<file path="src/hw/copper_ctrl_pkg.sv">
// constants, types and register map for the copper main control block
package copper_ctrl_pkg;

  // apb register byte addresses
  localparam logic [11:0] COPPER_MAIN_CONTROL_ADDR = 12'h000;
  localparam logic [11:0] LOOPBACK_SPEED_ADDR      = 12'h004;
  localparam logic [11:0] AUX_POWER_DOWN_ADDR      = 12'h008;
  localparam logic [11:0] ACTIVE_STATUS_ADDR       = 12'h00c;

  // field positions in copper_main_control
  localparam int SOFT_RESET_BIT = 15;
  localparam int LOOPBACK_BIT   = 14;
  localparam int SPEED_LSB_BIT  = 13;
  localparam int AN_ENABLE_BIT  = 12;
  localparam int POWER_DOWN_BIT = 11;
  localparam int ISOLATE_BIT    = 10;
  localparam int AN_RESTART_BIT = 9;
  localparam int DUPLEX_BIT     = 8;
  localparam int COL_TEST_BIT   = 7;
  localparam int SPEED_MSB_BIT  = 6;

  // second power-down bit position in the aux register
  localparam int AUX_PD_BIT = 2;

  // hardware reset values
  localparam logic       LOOPBACK_RST  = 1'b0;
  localparam logic       SPEED_LSB_RST = 1'b0;
  localparam logic       SPEED_MSB_RST = 1'b1;
  localparam logic       AN_ENABLE_RST = 1'b1;
  localparam logic       DUPLEX_RST    = 1'b1;
  localparam logic [2:0] LB_SPEED_RST  = 3'h0;

  // speed encodings {msb, lsb}
  localparam logic [1:0] SPEED_10   = 2'h0;
  localparam logic [1:0] SPEED_100  = 2'h1;
  localparam logic [1:0] SPEED_1000 = 2'h2;

  // pages touched by a soft reset: 0, 2, 3, 5, 7
  localparam logic [7:0] SOFT_RESET_PAGES = 8'had;

  // length of the self-clearing operations in ref_clk cycles
  localparam logic [7:0] SOFT_RESET_CYCLES = 8'h10;
  localparam logic [7:0] AN_RESTART_CYCLES = 8'h08;

  // index of each self-clearing operation
  localparam int OP_SOFT_RESET = 0;
  localparam int OP_AN_RESTART = 1;

  // operation timer states, gray along idle -> run -> done
  typedef enum logic [1:0] {
    OP_IDLE = 2'b00,
    OP_RUN  = 2'b01,
    OP_DONE = 2'b11
  } op_state_e;

  // configuration that the copper side actually uses
  typedef struct packed {
    logic [1:0] speed;
    logic       duplex;
    logic       an_enable;
    logic       forced_gig;
  } active_cfg_s;

  // one byte of mii-style data with its valid
  typedef struct packed {
    logic [7:0] data;
    logic       valid;
  } mii_beat_s;

endpackage

</file>
<file path="src/hw/self_clear_timer.sv">
// timer that holds a self-clearing operation busy for a fixed count
`timescale 1ns/1ps
module self_clear_timer (
  input  wire logic       ref_clk,
  input  wire logic       rst_n,
  input  wire logic       start,
  input  wire logic [7:0] length,
  output logic            busy,
  output logic            done
);
  import copper_ctrl_pkg::*;

  op_state_e  state_reg, state_next;
  logic [7:0] cnt_reg, cnt_next;

  // a new start during a run restarts the count, so no request is lost
  always_comb begin
    state_next = state_reg;
    cnt_next   = cnt_reg;
    case (state_reg)
      OP_IDLE: begin
        if (start) begin
          state_next = OP_RUN;
          cnt_next   = length;
        end
      end
      OP_RUN: begin
        if (start) begin
          cnt_next = length;
        end else if (cnt_reg <= 8'h01) begin
          state_next = OP_DONE;
        end else begin
          cnt_next = cnt_reg - 8'h01;
        end
      end
      OP_DONE: begin
        state_next = start ? OP_RUN : OP_IDLE;
        cnt_next   = length;
      end
      default: begin
        state_next = OP_IDLE;
        cnt_next   = 8'h00;
      end
    endcase
  end

  // state registers
  always_ff @(posedge ref_clk) begin
    if (!rst_n) begin
      state_reg <= OP_IDLE;
      cnt_reg   <= 8'h00;
    end else begin
      state_reg <= state_next;
      cnt_reg   <= cnt_next;
    end
  end

  assign busy = (state_reg == OP_RUN);
  assign done = (state_reg == OP_DONE);
endmodule // self_clear_timer

</file>
<file path="src/hw/copper_phy_control_register.sv">
// copper main control register with apb access and its control effects
// What this block does
// - soft reset touches only pages 0, 2, 3, 5 and 7
// - writing soft reset starts it now; bit clears itself when done
// - loopback returns mac transmit data to receive, drops line link, resets off
// - loopback speed comes from a separate three-bit field
// - forced speed is bit6 msb, bit13 lsb; 00/01/10 = 10/100/1000
// - speed, duplex, negotiation enable apply only on reset, restart, wake
// - negotiation enable resets to one
// - forced gigabit keeps negotiation on, advertising only the chosen duplex
// - forced gigabit ignores the normal advertisement registers
// - power down is the or of two bits; wake needs both zero
// - every wake from power down does soft reset and restart
// - power down loads strap and mode 00x or 11x at hardware reset
// - isolate and collision test read zero and do nothing
// - negotiation restarts after any hardware or soft reset
// - speed msb resets to one, deferred like the lsb
//
// Local design decision: the APB interface to the registers.
`timescale 1ns/1ps
module copper_phy_control_register (
  input  wire logic                       ref_clk,
  input  wire logic                       rst_n,
  // apb slave
  input  wire logic                       psel,
  input  wire logic                       penable,
  input  wire logic                       pwrite,
  input  wire logic [11:0]                paddr,
  input  wire logic [31:0]                pwdata,
  output logic                            pready,
  output logic [31:0]                     prdata,
  output logic                            pslverr,
  // straps
  input  wire logic                       power_down_strap,
  input  wire logic [2:0]                 mode_strap,
  // mac and line data paths
  input  wire copper_ctrl_pkg::mii_beat_s mac_tx,
  input  wire copper_ctrl_pkg::mii_beat_s line_rx,
  output copper_ctrl_pkg::mii_beat_s      mac_rx,
  output copper_ctrl_pkg::mii_beat_s      line_tx,
  // control toward the copper logic
  output logic                            line_link_enable,
  output logic [2:0]                      loopback_speed,
  output logic                            phy_sm_reset,
  output logic [7:0]                      page_reset,
  output logic                            an_restart,
  output logic                            powered_down,
  output copper_ctrl_pkg::active_cfg_s    active_cfg,
  output logic                            adv_override,
  output logic                            adv_gig_full_only,
  output logic                            adv_gig_half_only
);
  import copper_ctrl_pkg::*;

  // written (pending) values
  logic        loopback_reg, loopback_next;
  logic [1:0]  speed_pend_reg, speed_pend_next;
  logic        duplex_pend_reg, duplex_pend_next;
  logic        an_en_pend_reg, an_en_pend_next;
  logic        pd_main_reg, pd_main_next;
  logic        pd_aux_reg, pd_aux_next;
  logic [2:0]  lb_speed_reg, lb_speed_next;
  logic        pd_eff_reg, pd_eff_next;
  logic        hw_rst_done_reg, hw_rst_done_next;
  active_cfg_s active_reg, active_next;
  // registered outputs
  logic        pready_reg, pready_next;
  logic [31:0] prdata_reg, prdata_next;
  logic        pslverr_reg, pslverr_next;
  mii_beat_s   mac_rx_reg, mac_rx_next;
  mii_beat_s   line_tx_reg, line_tx_next;
  logic        link_en_reg, link_en_next;
  logic        sm_reset_reg, sm_reset_next;
  logic [7:0]  page_rst_reg, page_rst_next;
  logic        restart_reg, restart_next;
  logic        pd_out_reg, pd_out_next;
  logic [2:0]  adv_reg, adv_next;
  // control strobes
  logic        wr_stb;
  logic        rd_stb;
  logic        main_wr;
  logic        pd_wake;
  logic        soft_rst_trig;
  logic        restart_trig;
  logic [1:0]  op_start;
  logic [1:0]  op_busy;
  logic [7:0]  op_len [2];
  logic [15:0] main_rd;
  logic        mapped;
  logic        strap_pd;

  // writes take effect at the edge where pready is seen high; reads latch prdata at the edge that raises pready
  assign wr_stb  = psel && penable && pready_reg && pwrite;
  assign rd_stb  = psel && penable && !pready_reg && !pwrite;
  assign main_wr = wr_stb && (paddr == COPPER_MAIN_CONTROL_ADDR);
  assign mapped  = (paddr == COPPER_MAIN_CONTROL_ADDR) || (paddr == LOOPBACK_SPEED_ADDR) ||
                   (paddr == AUX_POWER_DOWN_ADDR) || (paddr == ACTIVE_STATUS_ADDR);

  assign strap_pd = power_down_strap && (mode_strap[2:1] == 2'b00 || mode_strap[2:1] == 2'b11);

  // wake: effective power down falls to zero
  assign pd_wake = pd_eff_reg && !pd_eff_next;

  // soft reset starts in the write cycle itself
  assign soft_rst_trig = (main_wr && pwdata[SOFT_RESET_BIT]) || pd_wake;
  // restart follows hardware release and every soft reset
  assign restart_trig  = (main_wr && pwdata[AN_RESTART_BIT]) || soft_rst_trig ||
                         !hw_rst_done_reg;

  assign op_start = {restart_trig, soft_rst_trig};
  assign op_len[OP_SOFT_RESET] = SOFT_RESET_CYCLES;
  assign op_len[OP_AN_RESTART] = AN_RESTART_CYCLES;

  // one timer per self-clearing operation
  genvar g;
  generate
    for (g = 0; g < 2; g++) begin : g_op
      self_clear_timer u_timer (
        .ref_clk (ref_clk),
        .rst_n   (rst_n),
        .start   (op_start[g]),
        .length  (op_len[g]),
        .busy    (op_busy[g]),
        .done    ()
      );
    end
  endgenerate

  // main register readback
  always_comb begin
    main_rd = 16'h0000;
    // self-clearing bits show the running operation
    main_rd[SOFT_RESET_BIT] = op_busy[OP_SOFT_RESET] || op_start[OP_SOFT_RESET];
    main_rd[AN_RESTART_BIT] = op_busy[OP_AN_RESTART] || op_start[OP_AN_RESTART];
    main_rd[LOOPBACK_BIT]   = loopback_reg;
    main_rd[SPEED_LSB_BIT]  = speed_pend_reg[0];
    main_rd[SPEED_MSB_BIT]  = speed_pend_reg[1];
    main_rd[AN_ENABLE_BIT]  = an_en_pend_reg;
    main_rd[POWER_DOWN_BIT] = pd_main_reg;
    main_rd[DUPLEX_BIT]     = duplex_pend_reg;
    // isolate and collision test stay zero
    main_rd[ISOLATE_BIT]    = 1'b0;
    main_rd[COL_TEST_BIT]   = 1'b0;
  end

  // register file next state
  always_comb begin
    loopback_next    = loopback_reg;
    speed_pend_next  = speed_pend_reg;
    duplex_pend_next = duplex_pend_reg;
    an_en_pend_next  = an_en_pend_reg;
    pd_main_next     = pd_main_reg;
    pd_aux_next      = pd_aux_reg;
    lb_speed_next    = lb_speed_reg;
    hw_rst_done_next = 1'b1;
    if (main_wr) begin
      loopback_next    = pwdata[LOOPBACK_BIT];
      // speed bits msb at 6, lsb at 13
      speed_pend_next  = {pwdata[SPEED_MSB_BIT], pwdata[SPEED_LSB_BIT]};
      duplex_pend_next = pwdata[DUPLEX_BIT];
      an_en_pend_next  = pwdata[AN_ENABLE_BIT];
      pd_main_next     = pwdata[POWER_DOWN_BIT];
    end
    if (wr_stb && paddr == LOOPBACK_SPEED_ADDR) begin
      lb_speed_next = pwdata[2:0];
    end
    if (wr_stb && paddr == AUX_POWER_DOWN_ADDR) begin
      pd_aux_next = pwdata[AUX_PD_BIT];
    end
    // soft reset turns loopback off; power down is retained
    if (soft_rst_trig) begin
      loopback_next = LOOPBACK_RST;
    end
    // either bit keeps the port down
    pd_eff_next = pd_main_next || pd_aux_next;
  end

  // active configuration next state
  always_comb begin
    active_next = active_reg;
    // pending values move over only on the three triggers
    if (soft_rst_trig || (main_wr && pwdata[AN_RESTART_BIT])) begin
      active_next.speed     = speed_pend_next;
      active_next.duplex    = duplex_pend_next;
      active_next.an_enable = an_en_pend_next;
    end
    active_next.forced_gig = !active_next.an_enable && (active_next.speed == SPEED_1000);
  end

  // control outputs and data paths
  always_comb begin
    // only the listed pages see the soft reset
    page_rst_next = (op_busy[OP_SOFT_RESET] || soft_rst_trig) ? SOFT_RESET_PAGES : 8'h00;
    sm_reset_next = op_busy[OP_SOFT_RESET] || soft_rst_trig;
    restart_next  = restart_trig;
    pd_out_next   = pd_eff_next;
    // forced gigabit overrides the advertisement registers
    adv_next[0]   = active_next.forced_gig;
    adv_next[1]   = active_next.forced_gig && active_next.duplex;
    adv_next[2]   = active_next.forced_gig && !active_next.duplex;
    // loopback returns mac data and breaks the line link
    link_en_next  = !loopback_next && !pd_eff_next;
    if (loopback_reg) begin
      mac_rx_next  = mac_tx;
      line_tx_next = '0;
    end else begin
      mac_rx_next  = line_rx;
      line_tx_next = mac_tx;
    end
  end

  // apb answer: one wait cycle, then pready with data
  always_comb begin
    pready_next  = psel && penable && !pready_reg;
    prdata_next  = prdata_reg;
    pslverr_next = pready_next && !mapped;
    if (rd_stb) begin
      case (paddr)
        COPPER_MAIN_CONTROL_ADDR: prdata_next = {16'h0000, main_rd};
        // loopback speed field lives apart from the speed bits
        LOOPBACK_SPEED_ADDR:      prdata_next = {29'h0, lb_speed_reg};
        AUX_POWER_DOWN_ADDR:      prdata_next = {29'h0, pd_aux_reg, 2'h0};
        ACTIVE_STATUS_ADDR:       prdata_next = {25'h0, pd_eff_reg, link_en_reg, active_reg};
        default:                  prdata_next = 32'h0000_0000;
      endcase
    end
  end

  // all state registers
  always_ff @(posedge ref_clk) begin
    if (!rst_n) begin
      loopback_reg    <= LOOPBACK_RST;
      // speed msb and lsb reset to 1000 mbps
      speed_pend_reg  <= {SPEED_MSB_RST, SPEED_LSB_RST};
      duplex_pend_reg <= DUPLEX_RST;
      an_en_pend_reg  <= AN_ENABLE_RST;
      // power down comes from the straps
      pd_main_reg     <= strap_pd;
      pd_aux_reg      <= 1'b0;
      pd_eff_reg      <= strap_pd;
      lb_speed_reg    <= LB_SPEED_RST;
      hw_rst_done_reg <= 1'b0;
      active_reg      <= '{speed: {SPEED_MSB_RST, SPEED_LSB_RST}, duplex: DUPLEX_RST,
                           an_enable: AN_ENABLE_RST, forced_gig: 1'b0};
      pready_reg      <= 1'b0;
      prdata_reg      <= 32'h0000_0000;
      pslverr_reg     <= 1'b0;
      mac_rx_reg      <= '0;
      line_tx_reg     <= '0;
      link_en_reg     <= 1'b0;
      sm_reset_reg    <= 1'b1;
      page_rst_reg    <= SOFT_RESET_PAGES;
      restart_reg     <= 1'b0;
      pd_out_reg      <= 1'b0;
      adv_reg         <= 3'h0;
    end else begin
      loopback_reg    <= loopback_next;
      speed_pend_reg  <= speed_pend_next;
      duplex_pend_reg <= duplex_pend_next;
      an_en_pend_reg  <= an_en_pend_next;
      pd_main_reg     <= pd_main_next;
      pd_aux_reg      <= pd_aux_next;
      pd_eff_reg      <= pd_eff_next;
      lb_speed_reg    <= lb_speed_next;
      hw_rst_done_reg <= hw_rst_done_next;
      active_reg      <= active_next;
      pready_reg      <= pready_next;
      prdata_reg      <= prdata_next;
      pslverr_reg     <= pslverr_next;
      mac_rx_reg      <= mac_rx_next;
      line_tx_reg     <= line_tx_next;
      link_en_reg     <= link_en_next;
      sm_reset_reg    <= sm_reset_next;
      page_rst_reg    <= page_rst_next;
      restart_reg     <= restart_next;
      pd_out_reg      <= pd_out_next;
      adv_reg         <= adv_next;
    end
  end

  // outputs straight from flops
  assign pready            = pready_reg;
  assign prdata            = prdata_reg;
  assign pslverr           = pslverr_reg;
  assign mac_rx            = mac_rx_reg;
  assign line_tx           = line_tx_reg;
  assign line_link_enable  = link_en_reg;
  assign loopback_speed    = lb_speed_reg;
  assign phy_sm_reset      = sm_reset_reg;
  assign page_reset        = page_rst_reg;
  assign an_restart        = restart_reg;
  assign powered_down      = pd_out_reg;
  assign active_cfg        = active_reg;
  assign adv_override      = adv_reg[0];
  assign adv_gig_full_only = adv_reg[1];
  assign adv_gig_half_only = adv_reg[2];
endmodule // copper_phy_control_register

</file>
<file path="config.mk">
export PLATFORM = sky130hd
export DESIGN_NAME = copper_phy_control_register
export DESIGN_NICKNAME = d
export VERILOG_FILES = /design/src/hw/copper_ctrl_pkg.sv /design/src/hw/self_clear_timer.sv /design/src/hw/copper_phy_control_register.sv
export SDC_FILE = /design/constraint.sdc
export NUM_CORES = 1
export LEC_CHECK = 0
export ABC_AREA = 1
export BUFFER_PORTS_ARGS = -buffer_cell sky130_fd_sc_hd__buf_2
export CAP_MARGIN = 20
export CORE_AREA = 2 2 104 106
export CTS_CLUSTER_DIAMETER = 30
export CTS_CLUSTER_SIZE = 16
export DETAILED_ROUTE_END_ITERATION = 8
export DIE_AREA = 0 0 106 108
export PLACE_DENSITY_LB_ADDON = 0.15
export SYNTH_ARGS = -nofsm -noshare
export SYNTH_HDL_FRONTEND = slang
export SYNTH_HIERARCHICAL = 1
export SYNTH_SLANG_ARGS = --single-unit
export TNS_END_PERCENT = 50
</file>
<file path="constraint.sdc">
create_clock -name ref_clk -period 7.95 [get_ports ref_clk]
set_clock_uncertainty 0.1 [all_clocks]
set_input_delay 1.9875 -clock ref_clk [delete_from_list [all_inputs] [get_ports ref_clk]]
set_output_delay 1.9875 -clock ref_clk [all_outputs]
set_load 0.01 [all_outputs]
</file>
==> reports/metrics.cfg, run 1 <==
[yosys]
postSynth.asyncResetShare_pct=0
ys_types=37
netlist_top_cells_area=dfxtp_1, nand2_1, a21oi_1
syn_area_um2=4020
synth_edf_count=0
yosys.area.top_type=dfxtp_1
postSynthCellCount=556
ys.flop_type=dfxtp_1
ys_seq_area_share_pct=38.4
yosysTopAreaCellShare_pct=38.4
avgSynthCellArea_um2=7.23
yosysMostFrequentCell=nand2_1
yosysWarnings=6
synth_seq_cells=77
synthTopCellsByCount=nand2_1, dfxtp_1, inv_1, nor2_1, a21oi_1

[die]
fp.dieW_um=106
core_um2=10200
initial_utilization_pct=39.3
ios=146
die_height_um=108
row_count=37
dieArea_um2=11400

[grt]
busiest_layer=met2
grt_max_degree=26
grt_pass1_vias=3328
antenna_found_initial=0
grt_overflow_total=0
use_met1_pct=20.9
use_met2_pct=28.1
grt_pass1_wl_um=15300
use_met3_pct=3.74
grt_use_total_pct=16.7

[cts]
clockBufferDepth=2
clockRootBuffer=clkbuf_8
cts_buffers=9
cts_resized=0
hold_buffers=0
cts_sinks=77
clk_latency_ns=0.35
clk_pin_slew_worst_paths_ns=0.09
htree_levels=3
cts_setup_buffers=0
cts_tree=done

[outcome]
status=finished clean

[detailed_routing]
vias=3714
post_drt_wl_per_cell_um=11.4
ant_nets=0
drt-total-wl_um=9330
drc=0
viasPerCell=4.56
drt_first_pass_iters=6
drtIter0Drc=118

[sta]
setup_viol=0
fin_crit_ns=4.20
slew_headroom_pct=50.4
finalHoldViolations=0
tns_ns=0
worst_pin_slew_ns=0.743
fin_crit_sh_pct=52.8
whs_ns=0.364
rsz0062_at_grt=no
slew_violations=0
max_clock_freq_mhz=238

[power]
seq_power_share_pct=37.1
p_sw_share_pct=42.2
power_uw=1290
intPower_uw=747
switching_power_uw=546
vdd.ir_drop.worst_v=0.000106
leakage_uw=0.00235
clkPwrFrac_pct=21.5
power_density_nw_per_um2=270
p_comb_share_pct=41.5

[placed_design]
routabilityCongestion=0.798
dpl.hpwl_um=7050
io_buffer_count=102
dpl_cell_area_um2=4620

[worst_setup_path]
cp_slowest_cell=nand4_1
critical_path.startpoint_type=input pin
path_common_cell=nor2_2
crit_fanout=9
critical_path_class=input pin to flop
worstSetupEndpointType=flop
critPathRequiredTime_ns=8.09
cpPeakStageDelay_ns=0.40
worstPathCellList=buf_2 -> inv_2 -> nand2_1 -> nor2_2 -> nand3_4 -> nand2_2 -> nand2_2 -> nand3_4 -> nand4_1 -> nor2_2 -> nand2_1 -> nor2_2 -> nand3_2 -> nand2_4 -> nor2_8 -> a22oi_1 -> nor2_1
crit_arrival_ns=4.33

[cells_and_area]
drive_gt1_share_pct=25.0
area_growth_syn_to_layout_pct=19.4
largest_register_ffs=16
num_antenna_cells=0
final_nets=757
fin_area_um2=4800
fill_cells=1086

[min_path]
holdCritPathClass=flop to flop

[flow_run]
drv_cap=0

[logic make-up after synthesis]
logic type / count (synthesis) / synth area share [%]
adders and majority gates: 12 / 3.74
DFF: 77 / 38.4
buffers and inverters: 106 / 12.4
and+or+nand+nor: 262 / 31.3
xor gates and xnor gates: 1 / 0.218
AOI/OAI and AO/OA: 95 / 13.5
muxes: 1 / 0.249
other: 2 / 0.187
[cell type report]
class	instances	area, um^2	share of cell area [%]
Tap cell	136	170	3.55
Sequential cell	77	1540	32.1
Timing Repair Buffer	102	510	10.6
Clock inverter	7	57.6	1.20
Clock buffer	9	124	2.58
Inverter	72	270	5.63
Multi-Input combinational cell	412	2120	44.3
[final timing paths]
| path | startpoint | to | slack (ns) | depth (start not counted) |
|---|---|---|---|---|
| min | an_en_pend_reg | prdata[12] | 0.36 | 2 |
| min reg2reg | an_en_pend_reg | prdata[12] | 0.36 | 2 |
| max | paddr[1] | g_op[1].u_timer/cnt_reg[4] | 3.75 | 17 |
| max reg2reg | pready | g_op[1].u_timer/cnt_reg[4] | 5.28 | 15 |
[routing by layer]
layer,routed length (um),up-vias
li1,-,1946
met1,4360,1669
met2,4400,91
met3,486,8
met4,87,0
met5,0,-
[layout by cell type, fill, tap and decap left out, types with 4 or more instances in the layout]
| cell type | Yosys | routed |
|---|---|---|
| nor2_2 | 12 | 12 |
| nand2_1 | 130 | 130 |
| clkbuf_8 | 0 | 9 |
| o22ai_1 | 4 | 4 |
| nand3_1 | 30 | 30 |
| ha_1 | 12 | 12 |
| nand2_2 | 8 | 8 |
| nor2_1 | 51 | 51 |
| inv_1 | 59 | 59 |
| conb_1 | 2 | 41 |
| inv_2 | 11 | 11 |
| o21ai_0 | 25 | 25 |
| a21boi_0 | 5 | 5 |
| nand4_1 | 9 | 9 |
| a21oi_1 | 46 | 46 |
| buf_2 | 0 | 102 |
| a22oi_1 | 4 | 4 |
| dfxtp_1 | 77 | 77 |
[power groups by stage]
stage | Clock [uW] | Sequential, uW | Combinational [uW]
finish | 278 | 480 | 536
global route | 307 | 488 | 617
CTS | 289 | 480 | 540
detailed placement | 0 | 489 | 538
global placement | 0 | 487 | 526
floorplan | 0 | 485 | 428
[worst max-delay path, delay by kind of cell]
| kind | cells | cell delay, ns |
|---|---|---|
| compound gates | 1 | 0.15 |
| buf+inv | 2 | 0.14 |
| simple gates | 14 | 2.05 |
[through the flow]
stage	std cells	utilization (%)	worst slack, ns
after floorplan	595	-	3.92
after global placement	799	45.1	3.38
after detailed placement	799	45.1	3.38
after CTS	815	46.9	3.76
after global routing	815	46.9	3.51
final	815	46.9	3.75
Power figures use the tool's default switching activity.
==> run 2: changes to the inputs <==
- clock period: 7.95 -> 3.76 ns (I/O delays scaled with it)
==> run 2 against run 1 <==
  * Cell area is 0.31% higher
  * Hold slack better by 0.0030 ns
  * Highest routed layer unchanged
  * Final cell count is 0.25% higher
  * Power is 110% higher
  * Utilization is 0.15 points higher
  * Non-clock buffer count is 2 higher
==> reports/metrics.cfg, run 2 (same netlist as run 1, synthesis figures left out) <==
[worst_setup_path]
critical_path_class=input pin to flop
crit_fanout=9
critical_path.startpoint_type=input pin
worstSetupEndpointType=flop
critPathRequiredTime_ns=3.91
crit_arrival_ns=2.95

[placed_design]
io_buffer_count=102
dpl.hpwl_um=7120
routabilityCongestion=0.836

[sta]
rsz0062_at_grt=no
fin_crit_ns=2.81
worst_pin_slew_ns=0.762
whs_ns=0.367
max_clock_freq_mhz=356
tns_ns=0
setup_viol=0
finalHoldViolations=0
slew_headroom_pct=49.1
slew_violations=0
fin_crit_sh_pct=74.6

[cells_and_area]
num_antenna_cells=0
fill_cells=1065
final_nets=759
drive_gt1_share_pct=25.3
multi_input_area_um2=2120
layout_commonest_cell=nand2_1
ff_latch_area_um2=1540
largest_register_ffs=16
area_growth_syn_to_layout_pct=19.8
final_cell_mix=nand2_1, buf_2, dfxtp_1, inv_1, nor2_1

[detailed_routing]
post_drt_wl_per_cell_um=11.5
drc=0
viasPerCell=4.58
drtIter0Drc=108
drt_first_pass_iters=4
drt-total-wl_um=9370
vias=3739
ant_nets=0

[power]
leakage_uw=0.00236
vdd.ir_drop.worst_v=0.000226
power_density_nw_per_um2=567

[cts]
clk_pin_slew_worst_paths_ns=0.08
cts_sinks=77
clockBufferDepth=2
htree_levels=3
cts_setup_buffers=0
cts_buffers=9
cts_tree=done
clk_latency_ns=0.35
cts_resized=0
hold_buffers=0
clockRootBuffer=clkbuf_8

[grt]
grt_pass1_wl_um=15600
antenna_found_initial=0
grt_overflow_total=0
grt_use_total_pct=17.0
grt_max_degree=26
grt_pass1_vias=3427

[die]
fp.dieW_um=106
core_um2=10200
dieArea_um2=11400
initial_utilization_pct=39.3
die_height_um=108
ios=146
row_count=37

[flow_run]
drv_cap=0

[min_path]
holdCritPathClass=flop to flop

[outcome]
status=finished clean

[run 2: cell types whose count changed in the layout (fill, tap and decap cells not counted)]
cell	delta
buf_4	+2
clkinv_2	+1
clkinvlp_4	-1
inv_6	-1
inv_8	+1
[run 2: path summary, 6_finish.rpt]
kind	end	slack [ns]	depth (start not counted)	start
worst max-delay path	g_op[1].u_timer/cnt_reg[4]	0.95	17	paddr[0]
worst min-delay path	prdata[1]	0.37	2	prdata[1]
worst max register to register	g_op[1].u_timer/cnt_reg[4]	1.44	15	pready
worst min register to register	prdata[1]	0.37	2	prdata[1]
[run 2: routing by layer]
metal	global-route usage [%]	up-vias	share of wire, %
li1	-	1953	-
met1	20.9	1675	46
met2	28.7	99	48
met3	4.34	12	5.4
met4	6.86	0	1.2
met5	0	-	0
[run 2: area by class of cell]
cell class                      count  share of cell area (%)
Multi-Input combinational cell    412                    44.1
Timing Repair Buffer              104                    10.9
Tap cell                          136                    3.54
Clock inverter                      7                    1.20
Sequential cell                    77                    32.0
Clock buffer                        9                    2.57
Inverter                           72                    5.62
[run 2: power breakdown]
part | internal (uW) | total, uW | switching [uW] | leakage (uW)
Sequential | 920 | 1020 | 96.8 | 0.000632
Combinational | 413 | 1130 | 715 | 0.00164
Clock | 249 | 585 | 337 | 0.0000881
[run 2: critical path, stage by stage]
cell and delay (ns):
buf_2 0.10, inv_2 0.03, nand2_1 0.09, nor2_2 0.26, nand3_4 0.16, nand2_2 0.10, nand2_2 0.07, nand3_4 0.16
nand4_1 0.15, nor2_2 0.14, nand2_1 0.07, nor2_2 0.13, nand3_2 0.10, nand2_4 0.17, nor2_8 0.07, a22oi_1 0.14
nor2_1 0.05
[run 2: through the flow]
step | power (uW) | instances | area [um^2] | utilization, % | setup slack, ns
floorplan | 1930 | 595 | 4160 | - | 0.773
global placement | 2140 | 801 | 4630 | 45.3 | 0.610
detailed placement | 2170 | 801 | 4630 | 45.3 | 0.571
CTS | 2760 | 817 | 4810 | 47.0 | 0.959
global route | 2980 | 817 | 4810 | 47.0 | 0.723
finish | 2730 | 817 | 4810 | 47.0 | 0.954
